==> src/rtl/ccs_defines.svh <==
`ifndef CCS_DEFINES_SVH
`define CCS_DEFINES_SVH
// ****************************************
// Register offsets and field positions
// ****************************************
`define CCS_TS_CTRL_OFS 8'h1b
`define CCS_CTRL0_OFS 8'h20
`define CCS_CTRL1_OFS 8'h21
`define CCS_STAT_OFS 8'h22
`define CCS_TS_CTRL_RST 8'h00
`define CCS_CTRL0_RST 8'h1f
`define CCS_CTRL1_RST 8'h00
// Control 0 bits
`define CCS_B_CHG_EN 0
`define CCS_B_TERM_EN 1
`define CCS_B_TMR_EN 2
`define CCS_B_2X_EN 3
`define CCS_B_PRE_EN 4
`define CCS_B_PROF_EN 5
`define CCS_B_TS_EN 6
`define CCS_B_CV_MASK 7
// Status codes
`define CCS_ST_IDLE 3'b000
`define CCS_ST_TRICKLE 3'b001
`define CCS_ST_PRE 3'b010
`define CCS_ST_CC 3'b011
`define CCS_ST_CV 3'b100
`define CCS_ST_TOPOFF 3'b110
`define CCS_ST_DONE 3'b111
// Timebase: one tick per second at 25 MHz
`define CCS_CLK_HZ 25000000
`define CCS_TICK_SEC 1
`define CCS_PRE_SEC 7200
`define CCS_HOUR_SEC 3600
`define CCS_TOP_UNIT_SEC 900
`define CCS_CV_UNIT_SEC 3600
`define CCS_ONE 32'h0000_0001
// Pin stages start with inhibit asserted and all zone bits clear
`define CCS_PIN_RST 6'h01
`endif

==> src/rtl/ccs_pkg.sv <==
package ccs_pkg;
    // Temperature zones after qualification
    typedef enum logic [2:0] {
        ZN_NORMAL,
        ZN_COLD,
        ZN_COOL,
        ZN_WARM,
        ZN_HOT
    } ccs_zone_t;
    // Analog comparator results grouped together
    typedef struct packed {
        logic below_short;
        logic below_low;
        logic above_rechg;
        logic below_term_pin;
        logic below_term_reg;
        logic cv_reg;
        logic icl;
        logic vcl;
        logic fault;
    } ccs_cmp_t;
    // Derating outputs
    typedef struct packed {
        logic [1:0] cur_pct;
        logic volt_off;
        logic suspend;
    } ccs_derate_t;
endpackage

==> src/rtl/ccs_top.sv <==
`timescale 1ns/1ns
`include "ccs_defines.svh"
// How it works
// - Terminate only above recharge, below termination current
// - Termination threshold is lower of pin, register
// - Termination: converter off, status 111, pulse
// - No termination while limiting or disabled
// - Optional top-off timer reports status 110
// - Top-off timer follows safety suspend and slowing
// - Top-off expiry sets 111 and pulses
// - Safety expiry sets fault, pulses; enable bit
// - Input limiting halves safety timer rate
// - Thermal derating halves rate; double-time bit gates
// - Charge faults hold safety count
// - Charge restart clears safety and CV timers
// - Two hour pre-charge timer below low threshold
// - CV timer programmable, zero disables, never slowed
// - CV timer pauses on faults or limiting
// - CV expiry pulses; the status change pulses even if masked
// - Charge only inside outer temperature window
// - Cool zone current select or suspend
// - Warm zone voltage offset or suspend
// - Warm zone current select or suspend
// - Profile off keeps window, no derating
// - Monitor off ignores thermistor, reports normal
// - Status codes; every transition pulses interrupt
module ccs_top (
    // Clock and reset
    input wire logic CLK,
    input wire logic RST_B,
    // Register port
    input wire logic REG_WE,
    input wire logic [7:0] REG_ADDR,
    input wire logic [7:0] REG_WDATA,
    output logic [7:0] REG_RDATA,
    // Pins and comparators
    input wire logic CHG_INHIBIT_PIN,
    input wire logic [4:0] THERM_BELOW,
    input wire ccs_pkg::ccs_cmp_t CMP,
    // Outputs
    output logic CONV_ON,
    output logic [2:0] CHARGE_STATUS,
    output logic SAFETY_FAULT,
    output ccs_pkg::ccs_derate_t DERATE,
    output ccs_pkg::ccs_zone_t ZONE,
    output logic INT_PULSE
);
    // ****************************************
    // Timing constants
    // ****************************************
    // Clock cycles in one timer tick
    localparam int TICK_CYC = `CCS_CLK_HZ * `CCS_TICK_SEC;
    // Divider value at which the tick fires
    localparam logic [24:0] TICK_MAX = 25'(TICK_CYC - 1);
    // Pre-charge limit in whole ticks; this timer is never slowed
    localparam logic [17:0] PRE_TICKS = 18'(`CCS_PRE_SEC);

    // Registers
    logic [7:0] ts_ctrl_q, ts_ctrl_d; // Cool and warm zone derating control
    logic [7:0] ctrl0_q, ctrl0_d;     // Enable bits
    logic [7:0] ctrl1_q, ctrl1_d;     // Durations: safety[2:0] cv[5:3] topoff[7:6]

    // ****************************************
    // Pin synchroniser (inhibit, zone bits)
    // ****************************************
    // Capture stages and qualified value; bit 0 is the inhibit pin
    logic [5:0] s1_q, s2_q, s3_q, pin_q;
    // Next qualified value
    logic [5:0] pin_d;
    // A bit moves only once stages two and three agree
    always_comb begin
        pin_d = pin_q;
        for (int i = 0; i < 6; i++) begin
            if (s2_q[i] == s3_q[i]) begin
                pin_d[i] = s3_q[i];
            end
        end
    end
    // Stages start at the inhibit level, so reset gives no false release
    always_ff @(posedge CLK or negedge RST_B) begin
        if (!RST_B) begin
            s1_q <= `CCS_PIN_RST;
            s2_q <= `CCS_PIN_RST;
            s3_q <= `CCS_PIN_RST;
            pin_q <= `CCS_PIN_RST;
        end else begin
            s1_q <= {THERM_BELOW, CHG_INHIBIT_PIN};
            s2_q <= s1_q;
            s3_q <= s2_q;
            pin_q <= pin_d;
        end
    end

    // ****************************************
    // Register write and read
    // ****************************************
    // Next register values; the status address takes no write
    always_comb begin
        ts_ctrl_d = ts_ctrl_q;
        ctrl0_d = ctrl0_q;
        ctrl1_d = ctrl1_q;
        if (REG_WE && REG_ADDR == `CCS_TS_CTRL_OFS) begin
            ts_ctrl_d = REG_WDATA;
        end else if (REG_WE && REG_ADDR == `CCS_CTRL0_OFS) begin
            ctrl0_d = REG_WDATA;
        end else if (REG_WE && REG_ADDR == `CCS_CTRL1_OFS) begin
            ctrl1_d = REG_WDATA;
        end
    end
    // Read mux; unmapped addresses read zero
    always_comb begin
        if (REG_ADDR == `CCS_TS_CTRL_OFS) begin
            REG_RDATA = ts_ctrl_q;
        end else if (REG_ADDR == `CCS_CTRL0_OFS) begin
            REG_RDATA = ctrl0_q;
        end else if (REG_ADDR == `CCS_CTRL1_OFS) begin
            REG_RDATA = ctrl1_q;
        end else if (REG_ADDR == `CCS_STAT_OFS) begin
            REG_RDATA = {1'b0, ZONE, SAFETY_FAULT, CHARGE_STATUS};
        end else begin
            REG_RDATA = 8'h00;
        end
    end
    // Register storage
    always_ff @(posedge CLK or negedge RST_B) begin
        if (!RST_B) begin
            ts_ctrl_q <= `CCS_TS_CTRL_RST;
            ctrl0_q <= `CCS_CTRL0_RST;
            ctrl1_q <= `CCS_CTRL1_RST;
        end else begin
            ts_ctrl_q <= ts_ctrl_d;
            ctrl0_q <= ctrl0_d;
            ctrl1_q <= ctrl1_d;
        end
    end

    // ****************************************
    // Temperature zone and derating
    // ****************************************
    // THERM_BELOW[k]: sensed voltage below threshold k (T1..T5 falling)
    function automatic ccs_pkg::ccs_zone_t zone_of(input logic [4:0] b);
        if (!b[0]) return ccs_pkg::ZN_COLD;
        else if (!b[1]) return ccs_pkg::ZN_COOL;
        else if (!b[2]) return ccs_pkg::ZN_NORMAL;
        else if (!b[4]) return ccs_pkg::ZN_WARM;
        else return ccs_pkg::ZN_HOT;
    endfunction
    // Zone from the qualified pins, then the derating of that zone
    always_comb begin
        ZONE = ctrl0_q[`CCS_B_TS_EN] ? zone_of(pin_q[5:1]) : ccs_pkg::ZN_NORMAL;
        DERATE = '0;
        DERATE.cur_pct = 2'd3;
        if (ZONE == ccs_pkg::ZN_COLD || ZONE == ccs_pkg::ZN_HOT) begin
            DERATE.suspend = 1'b1;
        end else if (ctrl0_q[`CCS_B_PROF_EN] && ZONE == ccs_pkg::ZN_COOL) begin
            DERATE.cur_pct = ts_ctrl_q[1:0];
            DERATE.suspend = (ts_ctrl_q[1:0] == 2'd0);
        end else if (ctrl0_q[`CCS_B_PROF_EN] && ZONE == ccs_pkg::ZN_WARM) begin
            DERATE.volt_off = ts_ctrl_q[2];
            DERATE.cur_pct = ts_ctrl_q[4:3];
            DERATE.suspend = ts_ctrl_q[5] || ts_ctrl_q[4:3] == 2'd0;
        end
    end

    // ****************************************
    // Charge state, timers, interrupt
    // ****************************************
    // Run level last cycle and the half-rate phase
    logic en_q, en_d, tick_half_q, tick_half_d;
    // Timebase divider
    logic [24:0] div_q, div_d;
    // Safety, pre-charge, top-off and constant-voltage counts
    logic [17:0] safe_q, safe_d, pre_q, pre_d, top_q, top_d, cv_q, cv_d;
    // Charge status code
    logic [2:0] st_q, st_d;
    // Fault latch and interrupt pulse
    logic fault_q, fault_d, int_q, int_d;
    // Conditions that pace and gate the timers
    logic tick, run_en, halt, half, adv_full, adv_safe, limiting, term_ok;
    // Timer limits from the duration fields
    logic [17:0] safe_lim, cv_lim, top_lim;

    // One-cycle tick at the end of each divider pass
    assign tick = (div_q == TICK_MAX);
    assign limiting = CMP.icl | CMP.vcl;
    assign run_en = ctrl0_q[`CCS_B_CHG_EN] & ~pin_q[0];
    // Anything that suspends charging also freezes the timers
    assign halt = CMP.fault | DERATE.suspend | fault_q;
    assign half = ctrl0_q[`CCS_B_2X_EN] & (limiting | DERATE.cur_pct != 2'd3);
    // Whole-rate and paced advance enables
    assign adv_full = tick & ~halt;
    assign adv_safe = adv_full & (~half | tick_half_q);
    // Termination threshold: lower of pin-derived 10% and register setting
    assign term_ok = CMP.above_rechg & CMP.below_term_pin & CMP.below_term_reg
        & ~limiting & ctrl0_q[`CCS_B_TERM_EN];
    // Safety limit in half-seconds of count (its counter steps by 2 per paced tick); CV and top-off limits in whole ticks
    assign safe_lim = 18'((ctrl1_q[2:0] + 1) * `CCS_HOUR_SEC * 2);
    assign cv_lim = 18'(ctrl1_q[5:3] * `CCS_CV_UNIT_SEC);
    assign top_lim = 18'(ctrl1_q[7:6] * `CCS_TOP_UNIT_SEC);

    // Next charge state, timer counts and interrupt request
    always_comb begin
        div_d = tick ? 25'd0 : div_q + 25'd1;
        tick_half_d = tick ? ~tick_half_q : tick_half_q;
        en_d = run_en;
        safe_d = safe_q;
        pre_d = pre_q;
        top_d = top_q;
        cv_d = cv_q;
        st_d = st_q;
        fault_d = fault_q;
        int_d = 1'b0;
        // A fresh start clears every timer and the fault
        if (run_en && !en_q) begin
            safe_d = '0;
            cv_d = '0;
            pre_d = '0;
            top_d = '0;
            fault_d = 1'b0;
            st_d = `CCS_ST_IDLE;
        end else if (!run_en) begin
            st_d = `CCS_ST_IDLE;
        end else if (st_q == `CCS_ST_DONE) begin
            // Stay done until the battery falls below recharge
            if (!CMP.above_rechg) st_d = `CCS_ST_IDLE;
        end else if (st_q == `CCS_ST_TOPOFF) begin
            // Top-off keeps the safety timer's pace and pauses
            if (adv_safe) top_d = top_q + 18'd1;
            if (top_q >= top_lim) st_d = `CCS_ST_DONE;
        end else if (halt) begin
            // Suspended: hold phase and counts
            st_d = st_q;
        end else if (st_q == `CCS_ST_IDLE) begin
            // Start once nothing suspends charging
            st_d = `CCS_ST_CC;
        end else begin
            // Phase from the battery band; limiting leaves CV
            if (ctrl0_q[`CCS_B_PRE_EN] && CMP.below_short) st_d = `CCS_ST_TRICKLE;
            else if (ctrl0_q[`CCS_B_PRE_EN] && CMP.below_low) st_d = `CCS_ST_PRE;
            else if (CMP.cv_reg && !limiting) st_d = `CCS_ST_CV;
            else st_d = `CCS_ST_CC;
            // Safety count steps by two per paced tick
            if (ctrl0_q[`CCS_B_TMR_EN] && adv_safe) safe_d = safe_q + 18'd2;
            if (ctrl0_q[`CCS_B_TMR_EN] && safe_q >= safe_lim) begin
                fault_d = 1'b1;
                int_d = 1'b1;
            end
            // Pre-charge time only runs below the low threshold
            if (ctrl0_q[`CCS_B_PRE_EN] && CMP.below_low && adv_full) begin
                pre_d = pre_q + 18'd1;
                if (pre_q >= PRE_TICKS) fault_d = 1'b1;
            end
            // CV time only runs while regulating in CV
            if (st_q == `CCS_ST_CV && CMP.cv_reg && !limiting && cv_lim != '0) begin
                if (adv_full) cv_d = cv_q + 18'd1;
                if (cv_q >= cv_lim) begin
                    st_d = `CCS_ST_DONE;
                    // Keep a safety pulse raised in this same cycle
                    int_d = int_d | ~ctrl0_q[`CCS_B_CV_MASK];
                end
            end
            // Termination overrides every other phase choice
            if (term_ok) begin
                st_d = (top_lim != '0) ? `CCS_ST_TOPOFF : `CCS_ST_DONE;
            end
        end
        // Every status change raises the pulse; events merge
        if (st_d != st_q) int_d = 1'b1;
    end
    // Charge state storage
    always_ff @(posedge CLK or negedge RST_B) begin
        if (!RST_B) begin
            div_q <= '0;
            tick_half_q <= 1'b0;
            en_q <= 1'b0;
            safe_q <= '0;
            pre_q <= '0;
            top_q <= '0;
            cv_q <= '0;
            st_q <= `CCS_ST_IDLE;
            fault_q <= 1'b0;
            int_q <= 1'b0;
        end else begin
            div_q <= div_d;
            tick_half_q <= tick_half_d;
            en_q <= en_d;
            safe_q <= safe_d;
            pre_q <= pre_d;
            top_q <= top_d;
            cv_q <= cv_d;
            st_q <= st_d;
            fault_q <= fault_d;
            int_q <= int_d;
        end
    end
    // Status, fault and pulse straight from the state flip-flops; CONV_ON also decodes run_en and halt
    assign CHARGE_STATUS = st_q;
    assign SAFETY_FAULT = fault_q;
    assign INT_PULSE = int_q;
    assign CONV_ON = run_en & ~halt & (st_q != `CCS_ST_IDLE) & (st_q != `CCS_ST_DONE);
endmodule

==> config.mk <==
export PLATFORM = sky130hd
export DESIGN_NAME = ccs_top
export DESIGN_NICKNAME = d
export VERILOG_FILES = /design/src/rtl/ccs_pkg.sv /design/src/rtl/ccs_top.sv
export VERILOG_INCLUDE_DIRS = /design/src /design/src/rtl
export SDC_FILE = /design/constraint.sdc
export NUM_CORES = 1
export LEC_CHECK = 0
export CAP_MARGIN = 40
export CORE_MARGIN = 2
export CORE_UTILIZATION = 52
export DETAILED_ROUTE_END_ITERATION = 6
export DONT_BUFFER_PORTS = 1
export HOLD_SLACK_MARGIN = 0.05
export PLACE_DENSITY = 0.67
export SLEW_MARGIN = 20
export SYNTH_ARGS = -nofsm -noshare
export SYNTH_HDL_FRONTEND = slang
export SYNTH_SLANG_ARGS = --single-unit
==> constraint.sdc <==
create_clock -name CLK -period 5.33 [get_ports CLK]
set_clock_uncertainty 0.05 [all_clocks]
set_input_delay 0.533 -clock CLK [delete_from_list [all_inputs] [get_ports CLK]]
set_output_delay 0.533 -clock CLK [all_outputs]
set_load 0.005 [all_outputs]
# Word level (Yosys, flattened, before mapping)
# Cells that the tools add are included.
[word_totals]
register_bits = 151
inputBits = 34
output_inout_bits = 21
[op_classes]
addsub = 6
mul = 3
magnitude_cmp = 4
n_eq_ne = 24
n_mux = 83
bitwise = 25
reduce_logical = 39
[ops]
columns = ["op", "n"]
rows = [
  ["$mux 18", 27],
  ["$mux 3", 20],
  ["$add 18x1->18 const B", 3],
  ["$reduce_bool 18->1", 2],
  ["$mux 1", 29],
  ["$add 25x1->25 const B", 1],
  ["$eq 25x25->1 const B", 1],
  ["$mux 25", 1],
  ["$eq 8x6->1 const B", 3],
  ["$mux 8", 3],
  ["$add 18x2->18 const B", 1],
  ["$ge 18x12->1", 1],
  ["$ge 18x13->1 const B", 1],
  ["$ge 18x15->1", 1],
  ["$ge 18x17->1", 1],
  ["$logic_and 1x1->1", 15],
  ["$reduce_bool 2->1", 7],
  ["$eq 3x3->1 const B", 4],
  ["$mul 4x8->12 const B", 1],
  ["$reduce_and 6->1", 2],
  ["$and 1x1->1", 11],
  ["$mul 3x8->11 const B", 1],
  ["$mul 2x8->10 const B", 1],
  ["$eq 8x5->1 const B", 1],
  ["other kinds (23)", 46],
]

# Depth between registers and ports, before layout
# Gate-level depths: netlist of the first run.
[logic_depth]
word_depth = 27
ltp_mapped = 17
mapped_depth_nobuf = 17

# Worst setup path after synthesis of the first run
# No wires, ideal clock.
[synth_timing]
kind = "register to register"
startpoint = "reg ctrl1_q[0]"
endpoint = "reg int_q, in the netlist INT_PULSE"
arrival_time_ns = 4.134
t_required_ns = 5.151
path_slack_ns = 1.018
stages_incl_launch_ff = 17
n_path_buf = 0
synth_period_minus_slack_ns = 4.312
path_cell_list = "dfrtp_1 ha_1 xnor2_1 fa_1 ha_1 inv_1 fa_1 xor2_1 xnor2_1 ha_1 nand3_1 a211oi_1 a221o_1 a2111oi_0 nor2b_1 o211a_1 a2111o_1"
[synth_via]
elab_chain_len = 21
[synth_lines]
columns = ["element", "line_no", "rtl"]
rows = [
  ["from (decl)", "ccs_top.sv:61", "logic [7:0] ctrl1_q, ctrl1_d;"],
  ["from (signal assigned)", "ccs_top.sv:129", "ctrl1_q <= `CCS_CTRL1_RST;"],
  ["from (signal assigned)", "ccs_top.sv:133", "ctrl1_q <= ctrl1_d;"],
  ["$add 3x1->4 (*)", "ccs_top.sv:197", "assign safe_lim = 18'((ctrl1_q[2:0] + 1) * `CCS_HOUR_SEC * 2);"],
  ["$mul 4x8->12 (no line) (*)", "-", ""],
  ["$ge 18x17->1 (*)", "ccs_top.sv:244", "if (ctrl0_q[`CCS_B_TMR_EN] && safe_q >= safe_lim) begin"],
  ["$logic_and 1x1->1 (*)", "ccs_top.sv:244", ""],
  ["$mux 1 (*)", "ccs_top.sv:244", ""],
  ["$mux 1 (*)", "ccs_top.sv:233", "end else if (st_q == `CCS_ST_IDLE) begin"],
  ["$mux 1 (*)", "ccs_top.sv:230", "end else if (halt) begin"],
  ["$mux 1 (*)", "ccs_top.sv:226", "end else if (st_q == `CCS_ST_TOPOFF) begin"],
  ["[6 not listed]", "-", ""],
  ["$mux 1 (*)", "ccs_top.sv:233", ""],
  ["$mux 1 (*)", "ccs_top.sv:230", ""],
  ["$mux 1 (*)", "ccs_top.sv:226", ""],
  ["$mux 1 (*)", "ccs_top.sv:223", "end else if (st_q == `CCS_ST_DONE) begin"],
  ["$mux 1 (*)", "ccs_top.sv:221", "end else if (!run_en) begin"],
  ["$mux 1 (*)", "ccs_top.sv:214", "if (run_en && !en_q) begin"],
  ["$mux 1 (*)", "ccs_top.sv:268", "if (st_d != st_q) int_d = 1'b1;"],
  ["via int_d", "ccs_top.sv:177", "logic fault_q, fault_d, int_q, int_d;"],
  ["to (signal assigned)", "ccs_top.sv:293", "int_q <= int_d;"],
  ["to (decl)", "ccs_top.sv:177", ""],
]
# Mark *: on every way through the listed nets, which the timed path passes. The rest lies on a longest branch. The select of a mux whose other input is x is not followed.
# A chain may end at the register's enable or synchronous reset.

# Worst setup path in the final report of the first run
[layout_timing]
startpoint = "reg ctrl1_q[1]"
endpoint = "reg int_q, in the netlist INT_PULSE"
# The elaborated chain is that of the path after synthesis.

==> results.md, run 1 <==
* DIE HEIGHT at between 100 and 150 µm
* P_int at 0.001953 W
* Initial antenna violation count at 0
* Startpoint types: flop
* DPL Wire Length at roughly 13000 µm
* Final setup viols at 0
* Ports at 55
* Post-synthesis sequential area ratio at between 40% and 50%
* Clock Pin Slew Worst Setup and Hold Paths at about 0.07 ns
* Async SR Flop Fraction at 100.0%
* Commonest non-fill, non-tap cell in the layout: dfrtp_1
* # H-tree levels at 4
* GR Layer Usage met2 at 38.22%
* Most frequent cells in the layout: dfrtp_1, nor2_1, nand2_1
* Final Cycle Share at between 80% and 90%
* Design Power at approximately 0.0027 W
* Placeable core area at around 15000 µm²
* Comb power frac at roughly 8.6%
* Layout Nets at 920
* HP Class: in2async
* Chip width at between 100 and 150 µm
* Critical path fanouts, max at 6
* Area grow syn2layout at 10.32%
* Fmax at roughly 210 MHz
* Flop pwr share at a little under half
* Min Tclk post-route at roughly 4.7 ns
* First-pass GRT wire length at between 30000 and 40000 µm
* Fillcell total at roughly 1300
* Worst relative slew slack at between 40% and 50%
* N_diodes at 0
* Pre-CTS setup slack at 0.6033 ns
* Post-synth cell types at between 70 and 80
* GRT Total Usage at 22.96%
* DRC errors left at 0
* CTS Buf Count at 17
* Placed cell areas at approximately 8400 µm²
* Vias at roughly 6100
* Vias in the first global route at between 6000 and 7000
* Final Max Slew Viols at 0
* Synth Instances at just over 800
* Dpl cells at 1023
* Detail Route Antenna Nets at 0
* Starting Density at a little over half
* Peak VDD IR at around 0.33 mV
* Buffers added on ports at 0
* Ys Warns at 0
* Rows at 45
* Post-Synthesis Cell Area at 8210 µm²
* Max Cap Viol at 0
* Largest net degree at the start of global routing at between 100 and 150
* CP arrival at ~5 ns
* WL/cell at around 17 µm
* Leakage power at 4.146 nW
* Die ar. at 16810 µm²
* Unrepaired setup endpoints after global routing: no
* Grt ovf at 0
* Final WS setup at around 0.65 ns
* Fin. Hold Viols at 1
* Multi-input gate area at ~4300 µm²
* CP Capture Type: flop
* First DRT Iteration DRCs at approximately 370
* Final cell count without fillers at between 1000 and 1500
* Slew @ Worst Pin at 0.8148 ns
* CTS tree: done
* Worst Setup Path Type: reg2reg
* Post-route cell area at just over 9000 µm²
* Share of layout cells above drive strength 1 at a little over a tenth
* Top Usage Layer GRT: met2
* GR Util met3 at under 10%
* CTS root buffer: clkbuf_16
* Hold Slack at -0.001553 ns
* Syn Nets at just over 900
* Ys flop type: dfrtp_1
* Net Sw Frac at a little over a quarter
* Setup TNS at 0 ns
* Avg Inst Size Synth at ~9.9 µm²
* Skew-Pair Late Insertion Delay at between 0.4 and 0.5 ns
* Status: complete, but fails checks
* DRT Wirelength at roughly 18000 µm
* Met1 Use GR at roughly 30%
* Sink Count at ~150
* Yosys reg bits at around 150
* Storage cell area at between 3000 and 4000 µm²
* Via-to-Cell Ratio at slightly below 6
* Post-synth EDFFs at 0
* Worst-case clock buffer depth at 2
* Failing checks: hold timing
* Gp weighted congestion at about 0.89
* Drt first pass iters at 5
* Sw Pwr at roughly 0.0007 W
* Required @ worst endpoint at about 5.6 ns
* Clock power share at 45.8%
* Pwr/cell area at between 200 and 300 nW/µm²
## area by class of cell
class                      instances  share of cell area [%]
clock buffer                      17                   4.697
clock inverter                    15                   1.893
inverter                          42                   1.741
multi-input combinational        620                   47.33
sequential                       147                   40.74
tap                              211                   2.915
timing repair buffer               6                  0.6907
## cells in the mapped netlist, drive strengths merged, types with 4 or more instances
| master | number | area [µm²] |
|---|---|---|
| mux2i | 6 | 60.06 |
| o22ai | 4 | 25.02 |
| maj3 | 5 | 50.05 |
| inv | 42 | 157.7 |
| nand4 | 21 | 152.6 |
| and2 | 7 | 43.80 |
| xor2 | 46 | 402.9 |
| fa | 5 | 100.1 |
| dfstp | 9 | 236.5 |
| mux2 | 24 | 270.3 |
| o21ai | 24 | 120.1 |
| or3 | 14 | 87.58 |
| or4 | 4 | 33.78 |
| nor4 | 11 | 81.32 |
| dfrtp | 138 | 3453 |
| ha | 47 | 588.1 |
| clkbuf | 17 | 63.81 |
| nand2 | 59 | 221.5 |
| and3 | 25 | 161.4 |
| buf | 4 | 26.27 |
| nor2 | 107 | 401.6 |
| nand3 | 46 | 247.7 |
| xnor2 | 33 | 289.0 |
| nor2b | 6 | 37.54 |
| nand2b | 6 | 37.54 |
| a21oi | 33 | 165.2 |
| nor3 | 32 | 186.4 |
| a22o | 5 | 43.79 |
## sequential cells by signal, summed over array words and instances (netlist names)
signal / cells
ts_ctrl_q: 8
CHARGE_STATUS: 3
s2_q: 5
ctrl1_q: 8
en_q: 1
SAFETY_FAULT: 1
top_q: 18
tick_half_q: 1
INT_PULSE: 1
s3_q: 5
pin_q: 5
s1_q: 5
pre_q: 18
div_q: 25
safe_q: 17
cv_q: 18
ctrl0_q: 8
## what timing repair did
action	CTS	global route
gates resized for setup	0	0
buffers inserted	0	0
hold buffers	2	0
endpoints found under the hold margin	148	0
## cell families after synthesis
family / after synthesis / share of synthesized area [%]
simple gates: 350 / 22.11
fa+ha+maj: 57 / 8.991
flops: 147 / 44.94
buf+inv: 63 / 3.017
compound gates: 104 / 8.488
xor+xnor: 79 / 8.427
mux: 30 / 4.023
## worst paths after layout
| kind | startpoint | to | slack (ns) | cells after the start |
|---|---|---|---|---|
| setup reg to reg | ctrl1_q[1]$_DFFE_PN0P_ | INT_PULSE$_DFF_PN0_ | 0.65 | 16 |
| max in group asynchronous | RST_B | top_q[16]$_DFFE_PN0P_ | 4.64 | 1 |
| setup / recovery | ctrl1_q[1]$_DFFE_PN0P_ | INT_PULSE$_DFF_PN0_ | 0.65 | 16 |
| hold / removal | RST_B | safe_q[8]$_DFFE_PN0P_ | -0.002 | 1 |
| hold reg to reg | s1_q[0]$_DFF_PN1_ | s2_q[0]$_DFF_PN1_ | 0.30 | 0 |
| min in group CLK | THERM_BELOW[1] | s1_q[2]$_DFF_PN0_ | 0.08 | 0 |
## worst max-delay path, stage by stage, from the launching register on
cell and delay, ns:
dfrtp_1 0.47, ha_1 0.23, xnor2_1 0.36, fa_1 0.47, ha_1 0.28, inv_1 0.05
fa_1 0.42, xor2_1 0.18, xnor2_1 0.14, ha_1 0.26, nand3_1 0.10, a211oi_1 0.06
a221o_1 0.32, a2111oi_0 0.42, nor2b_1 0.13, o211a_1 0.24, a2111o_1 0.37
## power groups by stage
| stage | logic (W) | registers, W | clock network [W] |
|---|---|---|---|
| after floorplan | 0.000161 | 0.00121 | 0 |
| after global placement | 0.000192 | 0.00122 | 0 |
| after detailed placement | 0.000203 | 0.00123 | 0 |
| after CTS | 0.000230 | 0.00121 | 0.00123 |
| after global routing | 0.000266 | 0.00121 | 0.00129 |
| final | 0.000229 | 0.00121 | 0.00121 |
## per-layer routing
metal,vias to the layer above,routed length [µm]
li1,2932,-
met1,3035,7995
met2,125,8853
met3,23,741
met4,0,235
met5,-,0
## through the flow
| stage | hold WS (ns) | utilization [%] |
|---|---|---|
| global route | 0.05492 | 59.14 |
| global placement | 0.1904 | 54.93 |
| detailed placement | 0.1904 | 54.97 |
| floorplan | 0.1874 | - |
| CTS | 0.06742 | 59.11 |
| finish | -0.001553 | 59.14 |
(Power assumes the default switching activity.)
==> inputs of run 2 (changes only) <==
CORE_UTILIZATION = 35   (was 52)
PLACE_DENSITY = default   (was 0.67)
==> run 2 against run 1 <==
Compared with the run above:
- the flow now finishes without violations
- worst hold slack better by 0.021 ns
- sequential cell count unchanged
- clock-buffer cell count up 3
- setup slack better by 0.049 ns
- via count down 2.3%
- die area up 47%
- power down 1.7%
==> results.md, run 2 (synthesized netlist as in run 1, its figures left out) <==
* Buffers added on ports at 0 (unchanged)
* Cell family with most CP delay: adder cells
* Sink Count at 147 (unchanged)
* Clock Pin Slew Worst Setup and Hold Paths at 0.07 ns (about the same)
* Post-cts sizing count at 0 (unchanged)
* HP Class: in2async
* DRC errors left at 0 (unchanged)
* Critical-path top delay cell: fa_1
* CTS Buf Count at 17 (unchanged)
* Worst relative slew slack at 48.05% (+2.8 points)
* Detail Route Antenna Nets at 0 (unchanged)
* GR Util met3 at 3.524% (-2.6 points)
* DPL Wire Length at 12020 µm (-3.8%)
* Via-to-Cell Ratio at 5.131 (-11%)
* Worst Setup Path Type: reg2reg
* Top Usage Layer GRT: met2
* GRT Total Usage at 15.08% (-7.9 points)
* Required @ worst endpoint at 5.57 ns (-0.02 ns)
* Hold_buf cts at 2 (unchanged)
* Critical path buffers and inverters at 1 (unchanged)
* WL/cell at 14.87 µm (-12%)
* CP Capture Type: flop
* Initial antenna violation count at 0 (unchanged)
* Min Tclk post-route at 4.631 ns (-0.04899 ns)
* Fin. Hold Viols at 0 (-1)
* Design Power at 0.002606 W (-1.7%)
* Most frequent cells in the layout: dfrtp_1, nor2_1, nand2_1
* CP arrival at 4.87 ns (-0.07 ns)
* Max reg flops at 25 (unchanged)
* Slew @ Worst Pin at 0.7793 ns (-0.03557 ns)
* GR Layer Usage met2 at 23.60% (-15 points)
* Skew-Pair Late Insertion Delay at 0.42 ns (about the same)
* First DRT Iteration DRCs at 460 (+24%)
* Share of layout cells above drive strength 1 at 10.18% (-0.45 points)
* Unrepaired setup endpoints after global routing: no
* Chip width at 157.2 µm (+21%)
* Peak VDD IR at 0.1733 mV (-48%)
* First-pass GRT wire length at 29730 µm (-2.8%)
* Critical path fanouts, max at 6 (unchanged)
* Most Frequent Cell on Critical Path: ha_1
* # H-tree levels at 4 (unchanged)
* Pwr/cell area at 284.3 nW/µm² (-2.8%)
* Startpoint types: flop
* Worst-path cell chain: ha_1, xnor2_1, fa_1, ha_1, inv_1, fa_1, xor2_1, xnor2_1, ha_1, nand3_1, a211oi_1, a221o_1, a2111oi_0, nor2b_1, o211a_1, a2111o_1
* CTS root buffer: clkbuf_16
* N_diodes at 0 (unchanged)
* Starting Density at 35.29% (-18 points)
* Leakage power at 4.135 nW (-0.25%)
* Vias at 5973 (-2.3%)
* Commonest non-fill, non-tap cell in the layout: dfrtp_1
* Status: completed
* Final setup viols at 0 (unchanged)
* CP max stage delay at 0.47 ns (about the same)
* Final WS setup at 0.6988 ns (+0.04899 ns)
* Area grow syn2layout at 11.64%
* Hold Slack at 0.01914 ns (+0.02069 ns)
* Post-CTS Setup Inserts at 0 (unchanged)
* DIE HEIGHT at 157.2 µm (+21%)
* Ports at 55 (unchanged)
* Setup TNS at 0 ns (unchanged)
* Met1 Use GR at 20.59% (-9.3 points)
* Placeable core area at 23260 µm² (+52%)
* DRT Wirelength at 17310 µm (-2.9%)
* Rows at 56 (+24%)
* Grt ovf at 0 (unchanged)
* Max Cap Viol at 0 (unchanged)
* Pre-CTS setup slack at 0.6881 ns (+0.08478 ns)
* Fmax at 215.9 MHz (+1.1%)
* Largest Register: div_q
* Gp weighted congestion at 0.8578 (-3.2%)
* Final Max Slew Viols at 0 (unchanged)
* Vias in the first global route at 5872 (-5.6%)
* Largest net degree at the start of global routing at 148 (unchanged)
* Layout Nets at 920 (unchanged)
* Final Cycle Share at 86.89% (-0.92 points)
* Worst-case clock buffer depth at 2 (unchanged)
* Drt first pass iters at 5 (unchanged)
* CTS tree: done
* Die ar. at 24700 µm² (+47%)
-- run 2: cell types whose count changed in the layout (fill, tap and decap cells not counted), sizes merged --
cell / previous run / this run
clkbuf: 18 / 20
clkinv: 4 / 3
buf: 4 / 5
clkinvlp: 3 / 2
inv: 48 / 45
-- run 2: cell type report --
| class | count | area (µm²) |
|---|---|---|
| inverter | 42 | 157.7 |
| tap | 319 | 399.1 |
| clock buffer | 20 | 446.7 |
| multi-input combinational | 620 | 4287 |
| timing repair buffer | 6 | 62.56 |
| clock inverter | 10 | 123.9 |
| sequential | 147 | 3690 |
| fill | 2318 | 14100 |
-- run 2: worst reg2reg max path, stage by stage, from the launching register on --
cell and delay (ns):
dfrtp_1 0.46, ha_1 0.24, xnor2_1 0.32, fa_1 0.47, ha_1 0.29, inv_1 0.05, fa_1 0.42, xor2_1 0.16
xnor2_1 0.13, ha_1 0.30, nand3_1 0.09, a211oi_1 0.05, a221o_1 0.32, a2111oi_0 0.40, nor2b_1 0.12, o211a_1 0.25
a2111o_1 0.39
-- run 2: through the flow --
| stage | utilization (%) | std cells | instance area (µm²) |
|---|---|---|---|
| floorplan | - | 830 | 8210 |
| global placement | 36.75 | 1130 | 8548 |
| detailed placement | 36.77 | 1131 | 8553 |
| CTS | 39.38 | 1163 | 9161 |
| global route | 39.40 | 1164 | 9166 |
| finish | 39.40 | 1164 | 9166 |
-- run 2: path summary, 6_finish.rpt --
path / slack (ns) / end / startpoint / depth (start not counted)
min: 0.02 / safe_q[8]$_DFFE_PN0P_ / RST_B / 1
max: 0.70 / INT_PULSE$_DFF_PN0_ / ctrl1_q[0]$_DFFE_PN0P_ / 16
min reg2reg: 0.30 / s2_q[3]$_DFF_PN0_ / s1_q[3]$_DFF_PN0_ / 0
min in group CLK: 0.09 / s1_q[3]$_DFF_PN0_ / THERM_BELOW[2] / 0
max reg2reg: 0.70 / INT_PULSE$_DFF_PN0_ / ctrl1_q[0]$_DFFE_PN0P_ / 16
max in group asynchronous: 4.56 / ts_ctrl_q[4]$_DFFE_PN0P_ / RST_B / 1
-- run 2: power breakdown --
part	switching [W]	total [W]	internal (W)
Sequential	0.0000498	0.00121	0.00116
Clock	0.000471	0.00117	0.000701
Combinational	0.000134	0.000224	0.0000897
Total	0.000655	0.00261	0.00195
-- run 2: layer usage --
layer  vias to the layer above  share of wire (%)
met4                         0                1.6
li1                       2934                  -
met2                       103                 47
met1                      2917                 48
met3                        19                3.5
met5                         -                  0
